==> config.mk <==
export PLATFORM = sky130hd
export DESIGN_NAME = rom_top
export DESIGN_NICKNAME = d
export VERILOG_FILES = /design/src/rom_pkg.sv /design/src/rom_if.sv /design/src/rom_obs_chan.sv /design/src/rom_ahb_slave.sv /design/src/rom_top.sv
export SDC_FILE = /design/constraint.sdc
export NUM_CORES = 1
export LEC_CHECK = 0
export ABC_AREA = 1
export BUFFER_PORTS_ARGS = -buffer_cell sky130_fd_sc_hd__clkbuf_2
export CORE_ASPECT_RATIO = 0.5
export CORE_UTILIZATION = 50
export CTS_BUF_LIST = sky130_fd_sc_hd__clkbuf_2 sky130_fd_sc_hd__clkbuf_4 sky130_fd_sc_hd__clkbuf_8
export DETAILED_ROUTE_END_ITERATION = 8
export HOLD_SLACK_MARGIN = 0.08
export PLACE_DENSITY = 0.73
export SLEW_MARGIN = 5
export SYNTH_ARGS = -nofsm -noshare
export SYNTH_HDL_FRONTEND = slang
export SYNTH_SLANG_ARGS = --single-unit
==> constraint.sdc <==
create_clock -name core_clk_i -period 2.6 [get_ports core_clk_i]
set_input_delay 0.39 -clock core_clk_i [delete_from_list [all_inputs] [get_ports core_clk_i]]
set_output_delay 0.39 -clock core_clk_i [all_outputs]
set_load 0.05 [all_outputs]
==> src/rom_pkg.sv <==
// Constants for the radio observation multiplexer
package rom_pkg;
	localparam int CLK_MHZ = 250;
	localparam int RAND_RATE_MHZ = 8;
	localparam int RAND_UPDATE_CYC = CLK_MHZ / RAND_RATE_MHZ;
	localparam int SNIFF_CLK_KHZ = 250;
	localparam int SNIFF_HALF_CYC = (CLK_MHZ * 1000) / (2 * SNIFF_CLK_KHZ);

	localparam logic [29:0] IDX_OBS_CTRL0 = 30'h0000_61EB;
	localparam logic [29:0] IDX_OBS_CTRL1 = 30'h0000_61EC;
	localparam logic [29:0] IDX_OBS_CTRL2 = 30'h0000_61ED;
	localparam logic [29:0] IDX_RXQ_THRESH = 30'h0000_61EE;
	localparam logic [29:0] IDX_OBS_STATUS = 30'h0000_61EF;

	localparam int CTRL_INVERT_BIT = 6;
	localparam int CTRL_SEL_MSB = 5;
	localparam logic [6:0] CTRL_RESET = 7'h00;
	localparam logic [7:0] THRESH_RESET = 8'h00;

	localparam logic [3:0] FF_RX_LO = 4'h2;
	localparam logic [3:0] FF_RX_HI = 4'h7;
	localparam logic [3:0] FF_TX_LO = 4'h8;
	localparam logic [3:0] FF_TX_HI = 4'hB;

	localparam logic [5:0] SEL_ZERO = 6'h00;
	localparam logic [5:0] SEL_ONE = 6'h01;
	localparam logic [5:0] SEL_SNIFF_DATA = 6'h08;
	localparam logic [5:0] SEL_SNIFF_CLK = 6'h09;
	localparam logic [5:0] SEL_RSSI_VALID = 6'h0C;
	localparam logic [5:0] SEL_SFD_SYNC = 6'h0F;
	localparam logic [5:0] SEL_TX_STATE = 6'h10;
	localparam logic [5:0] SEL_RX_STATE = 6'h11;
	localparam logic [5:0] SEL_RXQ_NONEMPTY = 6'h12;
	localparam logic [5:0] SEL_RXQ_LEVEL = 6'h13;
	localparam logic [5:0] SEL_PKT_DONE = 6'h14;
	localparam logic [5:0] SEL_RAND_XOR = 6'h16;
	localparam logic [5:0] SEL_RAND_Q = 6'h17;
	localparam logic [5:0] SEL_RAND_I = 6'h18;
	localparam logic [5:0] SEL_LOCK = 6'h19;
	localparam logic [5:0] SEL_AMP_PD = 6'h28;
	localparam logic [5:0] SEL_LNA_PD = 6'h2A;

	// Bit positions in the source vector
	localparam int SRC_SNIFF_DATA = 0;
	localparam int SRC_SNIFF_CLK = 1;
	localparam int SRC_RSSI_VALID = 2;
	localparam int SRC_SFD_SYNC = 3;
	localparam int SRC_TX_STATE = 4;
	localparam int SRC_RX_STATE = 5;
	localparam int SRC_RXQ_NONEMPTY = 6;
	localparam int SRC_RXQ_LEVEL = 7;
	localparam int SRC_PKT_DONE = 8;
	localparam int SRC_RAND_XOR = 9;
	localparam int SRC_RAND_Q = 10;
	localparam int SRC_RAND_I = 11;
	localparam int SRC_LOCK = 12;
	localparam int SRC_AMP_PD = 13;
	localparam int SRC_LNA_PD = 14;
	localparam int SRC_COUNT = 15;
endpackage : rom_pkg

==> src/rom_if.sv <==
// Carriers between the observation mux modules
`timescale 1ns/1ns
`default_nettype none
interface rom_src_if;
	logic [rom_pkg::SRC_COUNT-1:0] src;
	modport prod (output src);
	modport cons (input src);
endinterface : rom_src_if

interface rom_reg_if;
	logic wr_stb;
	logic [29:0] idx;
	logic [7:0] wdata;
	logic [7:0] rdata;
	modport bus (output wr_stb, output idx, output wdata, input rdata);
	modport regs (input wr_stb, input idx, input wdata, output rdata);
endinterface : rom_reg_if
`default_nettype wire

==> src/rom_obs_chan.sv <==
// One observation channel: select decode and polarity
`timescale 1ns/1ns
`default_nettype none
module rom_obs_chan (
	input wire logic [5:0] select_i,
	input wire logic invert_i,
	rom_src_if.cons src_bus,
	output logic obs_o
);
	logic picked;

	// Left unregistered so state flags reach the pin as decoded
	always_comb begin
		case (select_i)
			rom_pkg::SEL_ZERO: picked = 1'b0;
			rom_pkg::SEL_ONE: picked = 1'b1;
			rom_pkg::SEL_SNIFF_DATA: picked = src_bus.src[rom_pkg::SRC_SNIFF_DATA];
			rom_pkg::SEL_SNIFF_CLK: picked = src_bus.src[rom_pkg::SRC_SNIFF_CLK];
			rom_pkg::SEL_RSSI_VALID: picked = src_bus.src[rom_pkg::SRC_RSSI_VALID];
			rom_pkg::SEL_SFD_SYNC: picked = src_bus.src[rom_pkg::SRC_SFD_SYNC];
			rom_pkg::SEL_TX_STATE: picked = src_bus.src[rom_pkg::SRC_TX_STATE];
			rom_pkg::SEL_RX_STATE: picked = src_bus.src[rom_pkg::SRC_RX_STATE];
			rom_pkg::SEL_RXQ_NONEMPTY: picked = src_bus.src[rom_pkg::SRC_RXQ_NONEMPTY];
			rom_pkg::SEL_RXQ_LEVEL: picked = src_bus.src[rom_pkg::SRC_RXQ_LEVEL];
			rom_pkg::SEL_PKT_DONE: picked = src_bus.src[rom_pkg::SRC_PKT_DONE];
			rom_pkg::SEL_RAND_XOR: picked = src_bus.src[rom_pkg::SRC_RAND_XOR];
			rom_pkg::SEL_RAND_Q: picked = src_bus.src[rom_pkg::SRC_RAND_Q];
			rom_pkg::SEL_RAND_I: picked = src_bus.src[rom_pkg::SRC_RAND_I];
			rom_pkg::SEL_LOCK: picked = src_bus.src[rom_pkg::SRC_LOCK];
			rom_pkg::SEL_AMP_PD: picked = src_bus.src[rom_pkg::SRC_AMP_PD];
			rom_pkg::SEL_LNA_PD: picked = src_bus.src[rom_pkg::SRC_LNA_PD];
			default: picked = 1'b0;
		endcase
	end

	assign obs_o = picked ^ invert_i;
endmodule : rom_obs_chan
`default_nettype wire

==> src/rom_ahb_slave.sv <==
// AHB-Lite slave front end for the observation registers
`timescale 1ns/1ns
`default_nettype none
module rom_ahb_slave (
	input wire logic core_clk_i,
	input wire logic resetn_i,
	input wire logic hsel_i,
	input wire logic [31:0] haddr_i,
	input wire logic [1:0] htrans_i,
	input wire logic hwrite_i,
	input wire logic [2:0] hsize_i,
	input wire logic [31:0] hwdata_i,
	input wire logic hready_i,
	output logic hreadyout_o,
	output logic hresp_o,
	output logic [31:0] hrdata_o,
	rom_reg_if.bus reg_bus
);
	logic wr_pend_reg;
	logic rd_pend_reg;
	logic rd_wait_reg;
	logic [29:0] idx_reg;
	logic [31:0] hrdata_reg;
	logic accept;

	// Only NONSEQ/SEQ word transfers act; narrower sizes are ignored
	assign accept = hsel_i && hready_i && htrans_i[1] && (hsize_i == 3'h2);

	always_ff @(posedge core_clk_i or negedge resetn_i) begin
		if (!resetn_i) begin
			wr_pend_reg <= 1'b0;
			rd_pend_reg <= 1'b0;
			idx_reg <= 30'h0000_0000;
		end else if (hready_i || !hreadyout_o) begin
			if (hreadyout_o) begin
				wr_pend_reg <= accept && hwrite_i;
				rd_pend_reg <= accept && !hwrite_i;
				if (accept) begin
					idx_reg <= haddr_i[31:2];
				end
			end else begin
				rd_pend_reg <= 1'b0;
			end
		end
	end

	// One wait state on reads so the data leaves a flip-flop
	always_ff @(posedge core_clk_i or negedge resetn_i) begin
		if (!resetn_i) begin
			rd_wait_reg <= 1'b0;
			hrdata_reg <= 32'h0000_0000;
		end else begin
			rd_wait_reg <= rd_pend_reg && !rd_wait_reg;
			if (rd_pend_reg && !rd_wait_reg) begin
				hrdata_reg <= {24'h00_0000, reg_bus.rdata};
			end
		end
	end

	assign hreadyout_o = !(rd_pend_reg && !rd_wait_reg);
	assign hresp_o = 1'b0;
	assign hrdata_o = hrdata_reg;
	assign reg_bus.idx = idx_reg;
	assign reg_bus.wr_stb = wr_pend_reg;
	assign reg_bus.wdata = hwdata_i[7:0];
endmodule : rom_ahb_slave
`default_nettype wire

==> src/rom_top.sv <==
// Radio observation multiplexer: registers, signal sources and three channels
//
// The AHB-Lite register port was decided locally.
`timescale 1ns/1ns
`default_nettype none
module rom_top #(
	parameter int RXQ_COUNT_W = 8
) (
	input wire logic core_clk_i,
	input wire logic resetn_i,
	// AHB-Lite register port
	input wire logic hsel_i,
	input wire logic [31:0] haddr_i,
	input wire logic [1:0] htrans_i,
	input wire logic hwrite_i,
	input wire logic [2:0] hsize_i,
	input wire logic [31:0] hwdata_i,
	input wire logic hready_i,
	output logic hreadyout_o,
	output logic hresp_o,
	output logic [31:0] hrdata_o,
	// Radio core status, same clock
	input wire logic radio_rx_on_i,
	input wire logic radio_tx_on_i,
	input wire logic sfd_seen_i,
	input wire logic rssi_update_i,
	input wire logic [3:0] ffctrl_state_i,
	input wire logic [RXQ_COUNT_W-1:0] receive_queue_count_i,
	input wire logic receive_queue_overflow_i,
	input wire logic receive_queue_frame_i,
	input wire logic packet_done_i,
	input wire logic rand_i_i,
	input wire logic rand_q_i,
	input wire logic sniff_data_i,
	input wire logic amp_powerdown_i,
	input wire logic lownoise_amp_powerdown_i,
	// Analog lock detector, asynchronous
	input wire logic synth_lock_i,
	// Observation pins
	output logic [2:0] obs_o
);
	//////////////////////////////////////////////////////////////////////////
	// Register interface
	rom_reg_if reg_bus ();
	rom_src_if src_bus ();

	rom_ahb_slave u_ahb (
		.core_clk_i(core_clk_i),
		.resetn_i(resetn_i),
		.hsel_i(hsel_i),
		.haddr_i(haddr_i),
		.htrans_i(htrans_i),
		.hwrite_i(hwrite_i),
		.hsize_i(hsize_i),
		.hwdata_i(hwdata_i),
		.hready_i(hready_i),
		.hreadyout_o(hreadyout_o),
		.hresp_o(hresp_o),
		.hrdata_o(hrdata_o),
		.reg_bus(reg_bus)
	);

	// Bit 7 is not stored at all, so it cannot read back as one
	logic [6:0] ctrl_reg [3];
	logic [7:0] thresh_reg;
	logic [7:0] status_word;

	always_ff @(posedge core_clk_i or negedge resetn_i) begin
		if (!resetn_i) begin
			ctrl_reg[0] <= rom_pkg::CTRL_RESET;
			ctrl_reg[1] <= rom_pkg::CTRL_RESET;
			ctrl_reg[2] <= rom_pkg::CTRL_RESET;
		end else if (reg_bus.wr_stb) begin
			case (reg_bus.idx)
				rom_pkg::IDX_OBS_CTRL0: ctrl_reg[0] <= reg_bus.wdata[6:0];
				rom_pkg::IDX_OBS_CTRL1: ctrl_reg[1] <= reg_bus.wdata[6:0];
				rom_pkg::IDX_OBS_CTRL2: ctrl_reg[2] <= reg_bus.wdata[6:0];
				default: ;
			endcase
		end
	end

	always_ff @(posedge core_clk_i or negedge resetn_i) begin
		if (!resetn_i) begin
			thresh_reg <= rom_pkg::THRESH_RESET;
		end else if (reg_bus.wr_stb && reg_bus.idx == rom_pkg::IDX_RXQ_THRESH) begin
			thresh_reg <= reg_bus.wdata;
		end
	end

	always_comb begin
		case (reg_bus.idx)
			rom_pkg::IDX_OBS_CTRL0: reg_bus.rdata = {1'b0, ctrl_reg[0]};
			rom_pkg::IDX_OBS_CTRL1: reg_bus.rdata = {1'b0, ctrl_reg[1]};
			rom_pkg::IDX_OBS_CTRL2: reg_bus.rdata = {1'b0, ctrl_reg[2]};
			rom_pkg::IDX_RXQ_THRESH: reg_bus.rdata = thresh_reg;
			rom_pkg::IDX_OBS_STATUS: reg_bus.rdata = status_word;
			default: reg_bus.rdata = 8'h00;
		endcase
	end

	//////////////////////////////////////////////////////////////////////////
	// Lock detector crossing
	logic lock_meta_reg;
	logic lock_sync_reg;

	always_ff @(posedge core_clk_i or negedge resetn_i) begin
		if (!resetn_i) begin
			lock_meta_reg <= 1'b0;
			lock_sync_reg <= 1'b0;
		end else begin
			lock_meta_reg <= synth_lock_i;
			lock_sync_reg <= lock_meta_reg;
		end
	end

	//////////////////////////////////////////////////////////////////////////
	// Frame delimiter and signal strength flags
	logic sfd_rx_reg;
	logic sfd_tx_reg;
	logic rssi_valid_reg;

	// A delimiter in the cycle the radio stays on sets the flag; leaving clears it
	always_ff @(posedge core_clk_i or negedge resetn_i) begin
		if (!resetn_i) begin
			sfd_rx_reg <= 1'b0;
			sfd_tx_reg <= 1'b0;
		end else begin
			sfd_rx_reg <= radio_rx_on_i && (sfd_rx_reg || sfd_seen_i);
			sfd_tx_reg <= radio_tx_on_i && (sfd_tx_reg || sfd_seen_i);
		end
	end

	always_ff @(posedge core_clk_i or negedge resetn_i) begin
		if (!resetn_i) begin
			rssi_valid_reg <= 1'b0;
		end else begin
			rssi_valid_reg <= radio_rx_on_i && (rssi_valid_reg || rssi_update_i);
		end
	end

	//////////////////////////////////////////////////////////////////////////
	// Queue controller decode, deliberately unregistered
	logic tx_state;
	logic rx_state;

	assign tx_state = (ffctrl_state_i >= rom_pkg::FF_TX_LO)
		&& (ffctrl_state_i <= rom_pkg::FF_TX_HI);
	assign rx_state = (ffctrl_state_i >= rom_pkg::FF_RX_LO)
		&& (ffctrl_state_i <= rom_pkg::FF_RX_HI);

	//////////////////////////////////////////////////////////////////////////
	// Receive queue level flags
	logic rxq_nonempty;
	logic rxq_level;

	assign rxq_nonempty = (receive_queue_count_i != '0) && !receive_queue_overflow_i;
	assign rxq_level = (receive_queue_count_i > RXQ_COUNT_W'(thresh_reg))
		|| receive_queue_frame_i || receive_queue_overflow_i;

	//////////////////////////////////////////////////////////////////////////
	// Random bits held at the 8 MHz update rate
	logic [4:0] rand_cnt_reg;
	logic rand_i_reg;
	logic rand_q_reg;

	always_ff @(posedge core_clk_i or negedge resetn_i) begin
		if (!resetn_i) begin
			rand_cnt_reg <= 5'h00;
		end else if (rand_cnt_reg == 5'(rom_pkg::RAND_UPDATE_CYC - 1)) begin
			rand_cnt_reg <= 5'h00;
		end else begin
			rand_cnt_reg <= rand_cnt_reg + 5'h01;
		end
	end

	// 250/8 is not whole; the update period rounds down to 31 cycles
	always_ff @(posedge core_clk_i or negedge resetn_i) begin
		if (!resetn_i) begin
			rand_i_reg <= 1'b0;
			rand_q_reg <= 1'b0;
		end else if (rand_cnt_reg == 5'h00) begin
			rand_i_reg <= rand_i_i;
			rand_q_reg <= rand_q_i;
		end
	end

	//////////////////////////////////////////////////////////////////////////
	// Packet sniffer clock and data
	logic [9:0] sniff_cnt_reg;
	logic sniff_clk_reg;
	logic sniff_data_reg;
	logic sniff_half;

	assign sniff_half = (sniff_cnt_reg == 10'(rom_pkg::SNIFF_HALF_CYC - 1));

	always_ff @(posedge core_clk_i or negedge resetn_i) begin
		if (!resetn_i) begin
			sniff_cnt_reg <= 10'h000;
			sniff_clk_reg <= 1'b0;
		end else if (sniff_half) begin
			sniff_cnt_reg <= 10'h000;
			sniff_clk_reg <= !sniff_clk_reg;
		end else begin
			sniff_cnt_reg <= sniff_cnt_reg + 10'h001;
		end
	end

	// Data changes on the falling edge so it is steady at the rising one
	always_ff @(posedge core_clk_i or negedge resetn_i) begin
		if (!resetn_i) begin
			sniff_data_reg <= 1'b0;
		end else if (sniff_half && sniff_clk_reg) begin
			sniff_data_reg <= sniff_data_i;
		end
	end

	//////////////////////////////////////////////////////////////////////////
	// Source vector and channels
	always_comb begin
		src_bus.src = '0;
		src_bus.src[rom_pkg::SRC_SNIFF_DATA] = sniff_data_reg;
		src_bus.src[rom_pkg::SRC_SNIFF_CLK] = sniff_clk_reg;
		src_bus.src[rom_pkg::SRC_RSSI_VALID] = rssi_valid_reg;
		src_bus.src[rom_pkg::SRC_SFD_SYNC] = sfd_rx_reg || sfd_tx_reg;
		src_bus.src[rom_pkg::SRC_TX_STATE] = tx_state;
		src_bus.src[rom_pkg::SRC_RX_STATE] = rx_state;
		src_bus.src[rom_pkg::SRC_RXQ_NONEMPTY] = rxq_nonempty;
		src_bus.src[rom_pkg::SRC_RXQ_LEVEL] = rxq_level;
		src_bus.src[rom_pkg::SRC_PKT_DONE] = packet_done_i;
		src_bus.src[rom_pkg::SRC_RAND_XOR] = rand_i_reg ^ rand_q_reg;
		src_bus.src[rom_pkg::SRC_RAND_Q] = rand_q_reg;
		src_bus.src[rom_pkg::SRC_RAND_I] = rand_i_reg;
		src_bus.src[rom_pkg::SRC_LOCK] = lock_sync_reg;
		src_bus.src[rom_pkg::SRC_AMP_PD] = amp_powerdown_i;
		src_bus.src[rom_pkg::SRC_LNA_PD] = lownoise_amp_powerdown_i;
	end

	genvar ch;
	generate
		for (ch = 0; ch < 3; ch++) begin : g_chan
			rom_obs_chan u_chan (
				.select_i(ctrl_reg[ch][rom_pkg::CTRL_SEL_MSB:0]),
				.invert_i(ctrl_reg[ch][rom_pkg::CTRL_INVERT_BIT]),
				.src_bus(src_bus),
				.obs_o(obs_o[ch])
			);
		end
	endgenerate

	assign status_word = {lock_sync_reg, rxq_level, rxq_nonempty, rx_state, tx_state, obs_o};
endmodule : rom_top
`default_nettype wire

==> impl_metrics.toml <==
[setup_path]
worstPathArrival_ns = 2.08
criticalPathCategory = "flop to output port"
cp.required_ns = 2.21
cp_max_fo = 4
worstSetupStartpointType = "flop"
r2r-start = "u_ahb.rd_pend_reg"
endpoint_kind = "output port"
r2r_setup_slack_ns = 0.51
r2r_cells = 7
r2r_end = "u_ahb.reg_bus.idx[4]"

[synthesis]
ys_seq_area_share_pct = 42.2
synthTopCellsByArea = "dfrtp_1 42%, nand2_1 11%, nor2_1 7.5%"
avgSynthCellArea_um2 = 7.65
syn_inst = 729
ys_warn_count = 0
synth_ff_type = "dfrtp_1"
yosysTopAreaCellShare_pct = 42.2
ys_ff_latch = 94
synth-async-reset-ratio_pct = 100
synth_cell_types = 45
synth_edf_count = 0
post-synth-top-area-cell = "dfrtp_1"
syn_area_um2 = 5580

[cells_and_area]
utilization_pct = 61.2
n_antenna_cell = 0
fin_area_um2 = 6430
syn2layout_area_growth_pct = 15.2
drive_gt1_share_pct = 21.4
layoutNonFillerInstCount = 968
fin_nets = 934
fillers = 963
largest_register_ffs = 30

[floorplan]
fp.dieW_um = 151
ios = 136
initial_utilization_pct = 53.1
fp.dieArea_um2 = 11600
fp.dieH_um = 76.7
core_area_um2 = 10500
rows = 26

[power]
internal-power_uw = 2190
leakage_uw = 0.00347
p_sw_share_pct = 31.0
power_frac_seq_pct = 52.1
irDropWorstVdd_mv = 0.325
p_per_area_nw_per_um2 = 494
pwr-share-comb_pct = 15.3
power_frac_clock_pct = 32.6
power.switching_uw = 986

[sta]
fin_ws_ns = 0.132
fmax_ghz = 0.405
period_share_pct = 94.9
tightest_slew_ns = 0.857
relSlewSlack_pct = 42.7
timing.hold.ws_ns = 0.134
finalHoldViolCount = 0
rsz0062_at_grt = "true"
final_max_slew_viol_count = 0
setup_viol = 0
fin_skew_ns = 0.00809
post-route-min-period_ns = 2.47

[clock_network]
clk_latency_ns = 0.37
path_clk_slew_ns = 0.10
clockBufferDepth = 2
cts_tree = "built"
numClockSinks = 94
cts_htree_levels = 3
numCtsBuffers = 9
cts_root_buffer = "clkbuf_8"

[drt]
drt-total-wl_um = 13400
wl_per_cell_um = 13.8
firstDrtPassIters = 5
drc_errors = 0
ant_nets = 0
vias = 5078
viasPerCell = 5.25
drt-initial-drc-count = 372

[global_route]
grt_start_max_net_pins = 48
overflow = 0
antenna_found_initial = 0
grt_pass1_wl_um = 21700
grt_use_total_pct = 24.3
grt_pass1_vias = 4544

[placed_design]
io_buffer_count = 82
routabilityCongestion = 0.977
postPlaceCellArea_um2 = 6050
pre_cts_slack_ns = 0.164
hpwl_um = 10500
dp.cells = 943

[outcome]
status = "finished, final reports clean"

[min_path]
min_to = "lock_meta_reg"
hold_path.class = "input port to flop"
hold_depth = 1
min_from = "synth_lock_i"

[run]
maxCapViolations = 0
==> power groups by stage <==
stage               logic [µW]  registers, µW  clock network, µW
global placement           469           1680                  0
global route               536           1670               1120
floorplan                  293           1720                  0
finish                     485           1650               1040
CTS                        483           1650               1050
detailed placement         480           1680                  0
==> final cells by class <==
type / count / area [µm²] / share of cell area (%)
multi-input combinational: 528 / 2760 / 43.0
sequential: 94 / 2350 / 36.6
timing repair buffer: 97 / 571 / 8.88
inverter: 93 / 349 / 5.43
tap: 140 / 175 / 2.73
clock buffer: 9 / 124 / 1.93
clock inverter: 7 / 92.6 / 1.44
==> per-layer routing <==
metal | wire length, µm | global-route usage, % | vias to the layer above
met5 | 0 | 0 | -
met4 | 132 | 4.90 | 0
met3 | 1050 | 4.11 | 16
met2 | 5770 | 36.8 | 199
met1 | 6440 | 36.2 | 2364
li1 | - | - | 2499
==> cell families (layout without fill, tap and decap cells) <==
group,after synthesis,after routing,synth area share (%)
AO/OA/AOI/OAI,78,78,7.81
XOR/XNOR,4,4,0.628
adder cells (fa/ha/maj),12,12,2.69
buffers and inverters,131,206,11.0
flip-flops,94,94,42.2
multiplexers,19,19,3.90
other,1,25,0.0672
AND/OR/NAND/NOR,390,390,31.7
==> critical path, stage by stage, from the launching register on <==
cell	delay, ns
dfrtp_1	0.36
inv_1	0.04
ha_1	0.28
a21oi_1	0.15
nor2_1	0.05
nor2_1	0.08
nand2_1	0.07
nand2_2	0.08
nand2_4	0.08
nand2_2	0.07
nand3_1	0.08
nand2_2	0.08
and2_4	0.15
buf_8	0.14
==> worst max-delay path by stage <==
| stage | from | cells past startpoint | slack [ns] | end |
|---|---|---|---|---|
| finish | thresh_reg[5] | 13 | 0.13 | obs_o[2] |
| global route | thresh_reg[2] | 15 | -0.006 | obs_o[2] |
| CTS | thresh_reg[7] | 12 | 0.01 | obs_o[1] |
| detailed placement | receive_queue_count_i[5] | 13 | 0.16 | obs_o[2] |
| global placement | receive_queue_count_i[5] | 13 | 0.20 | obs_o[0] |
| floorplan | receive_queue_count_i[5] | 11 | 0.62 | obs_o[0] |
==> placed cells by master (no fill, tap or decap), types with 3 or more instances in the layout <==
| cell | n |
|---|---|
| nor3b_1 | 3 |
| clkinv_4 | 3 |
| buf_8 | 3 |
| nand3_1 | 57 |
| nand2_2 | 7 |
| inv_1 | 75 |
| o21ai_2 | 7 |
| nor3_2 | 3 |
| dfrtp_1 | 93 |
| nor2_1 | 110 |
| clkbuf_8 | 9 |
| clkbuf_2 | 78 |
| and2_4 | 3 |
| inv_2 | 17 |
| mux2_2 | 5 |
| ha_1 | 10 |
| nor3_1 | 11 |
| mux2_1 | 13 |
| buf_4 | 14 |
| conb_1 | 25 |
| nand2_1 | 152 |
| xor2_1 | 3 |
| o21ai_0 | 15 |
| nor2_2 | 6 |
| o21ai_1 | 25 |
| a21oi_1 | 23 |
| nand4_1 | 23 |
==> stage by stage <==
step	TNS, ns	power [µW]
global placement	0	2150
CTS	0	3190
finish	0	3170
floorplan	0	2010
global route	-0.00590	3320
detailed placement	0	2160
==> cells in the mapped netlist, types with 5 or more instances <==
library cell	number
a21oi_1	23
buf_4	28
inv_2	14
o21ai_2	7
dfrtp_1	94
nand4_1	23
nand2_1	159
nand3_1	57
nor2_1	112
o21ai_1	25
nor3_1	11
mux2_2	5
mux2_1	13
o21ai_0	15
ha_1	12
inv_1	78
buf_2	8
==> timing repair <==
item                                    4_1_cts  5_1_grt
pin swaps                                     2        2
endpoints found under the hold margin        16        0
endpoints found under the setup margin        3        3
setup buffers                                 4        4
hold buffers                                  1        0
resized for setup                             9       19
No activity file was read; power rests on OpenSTA's default activity.
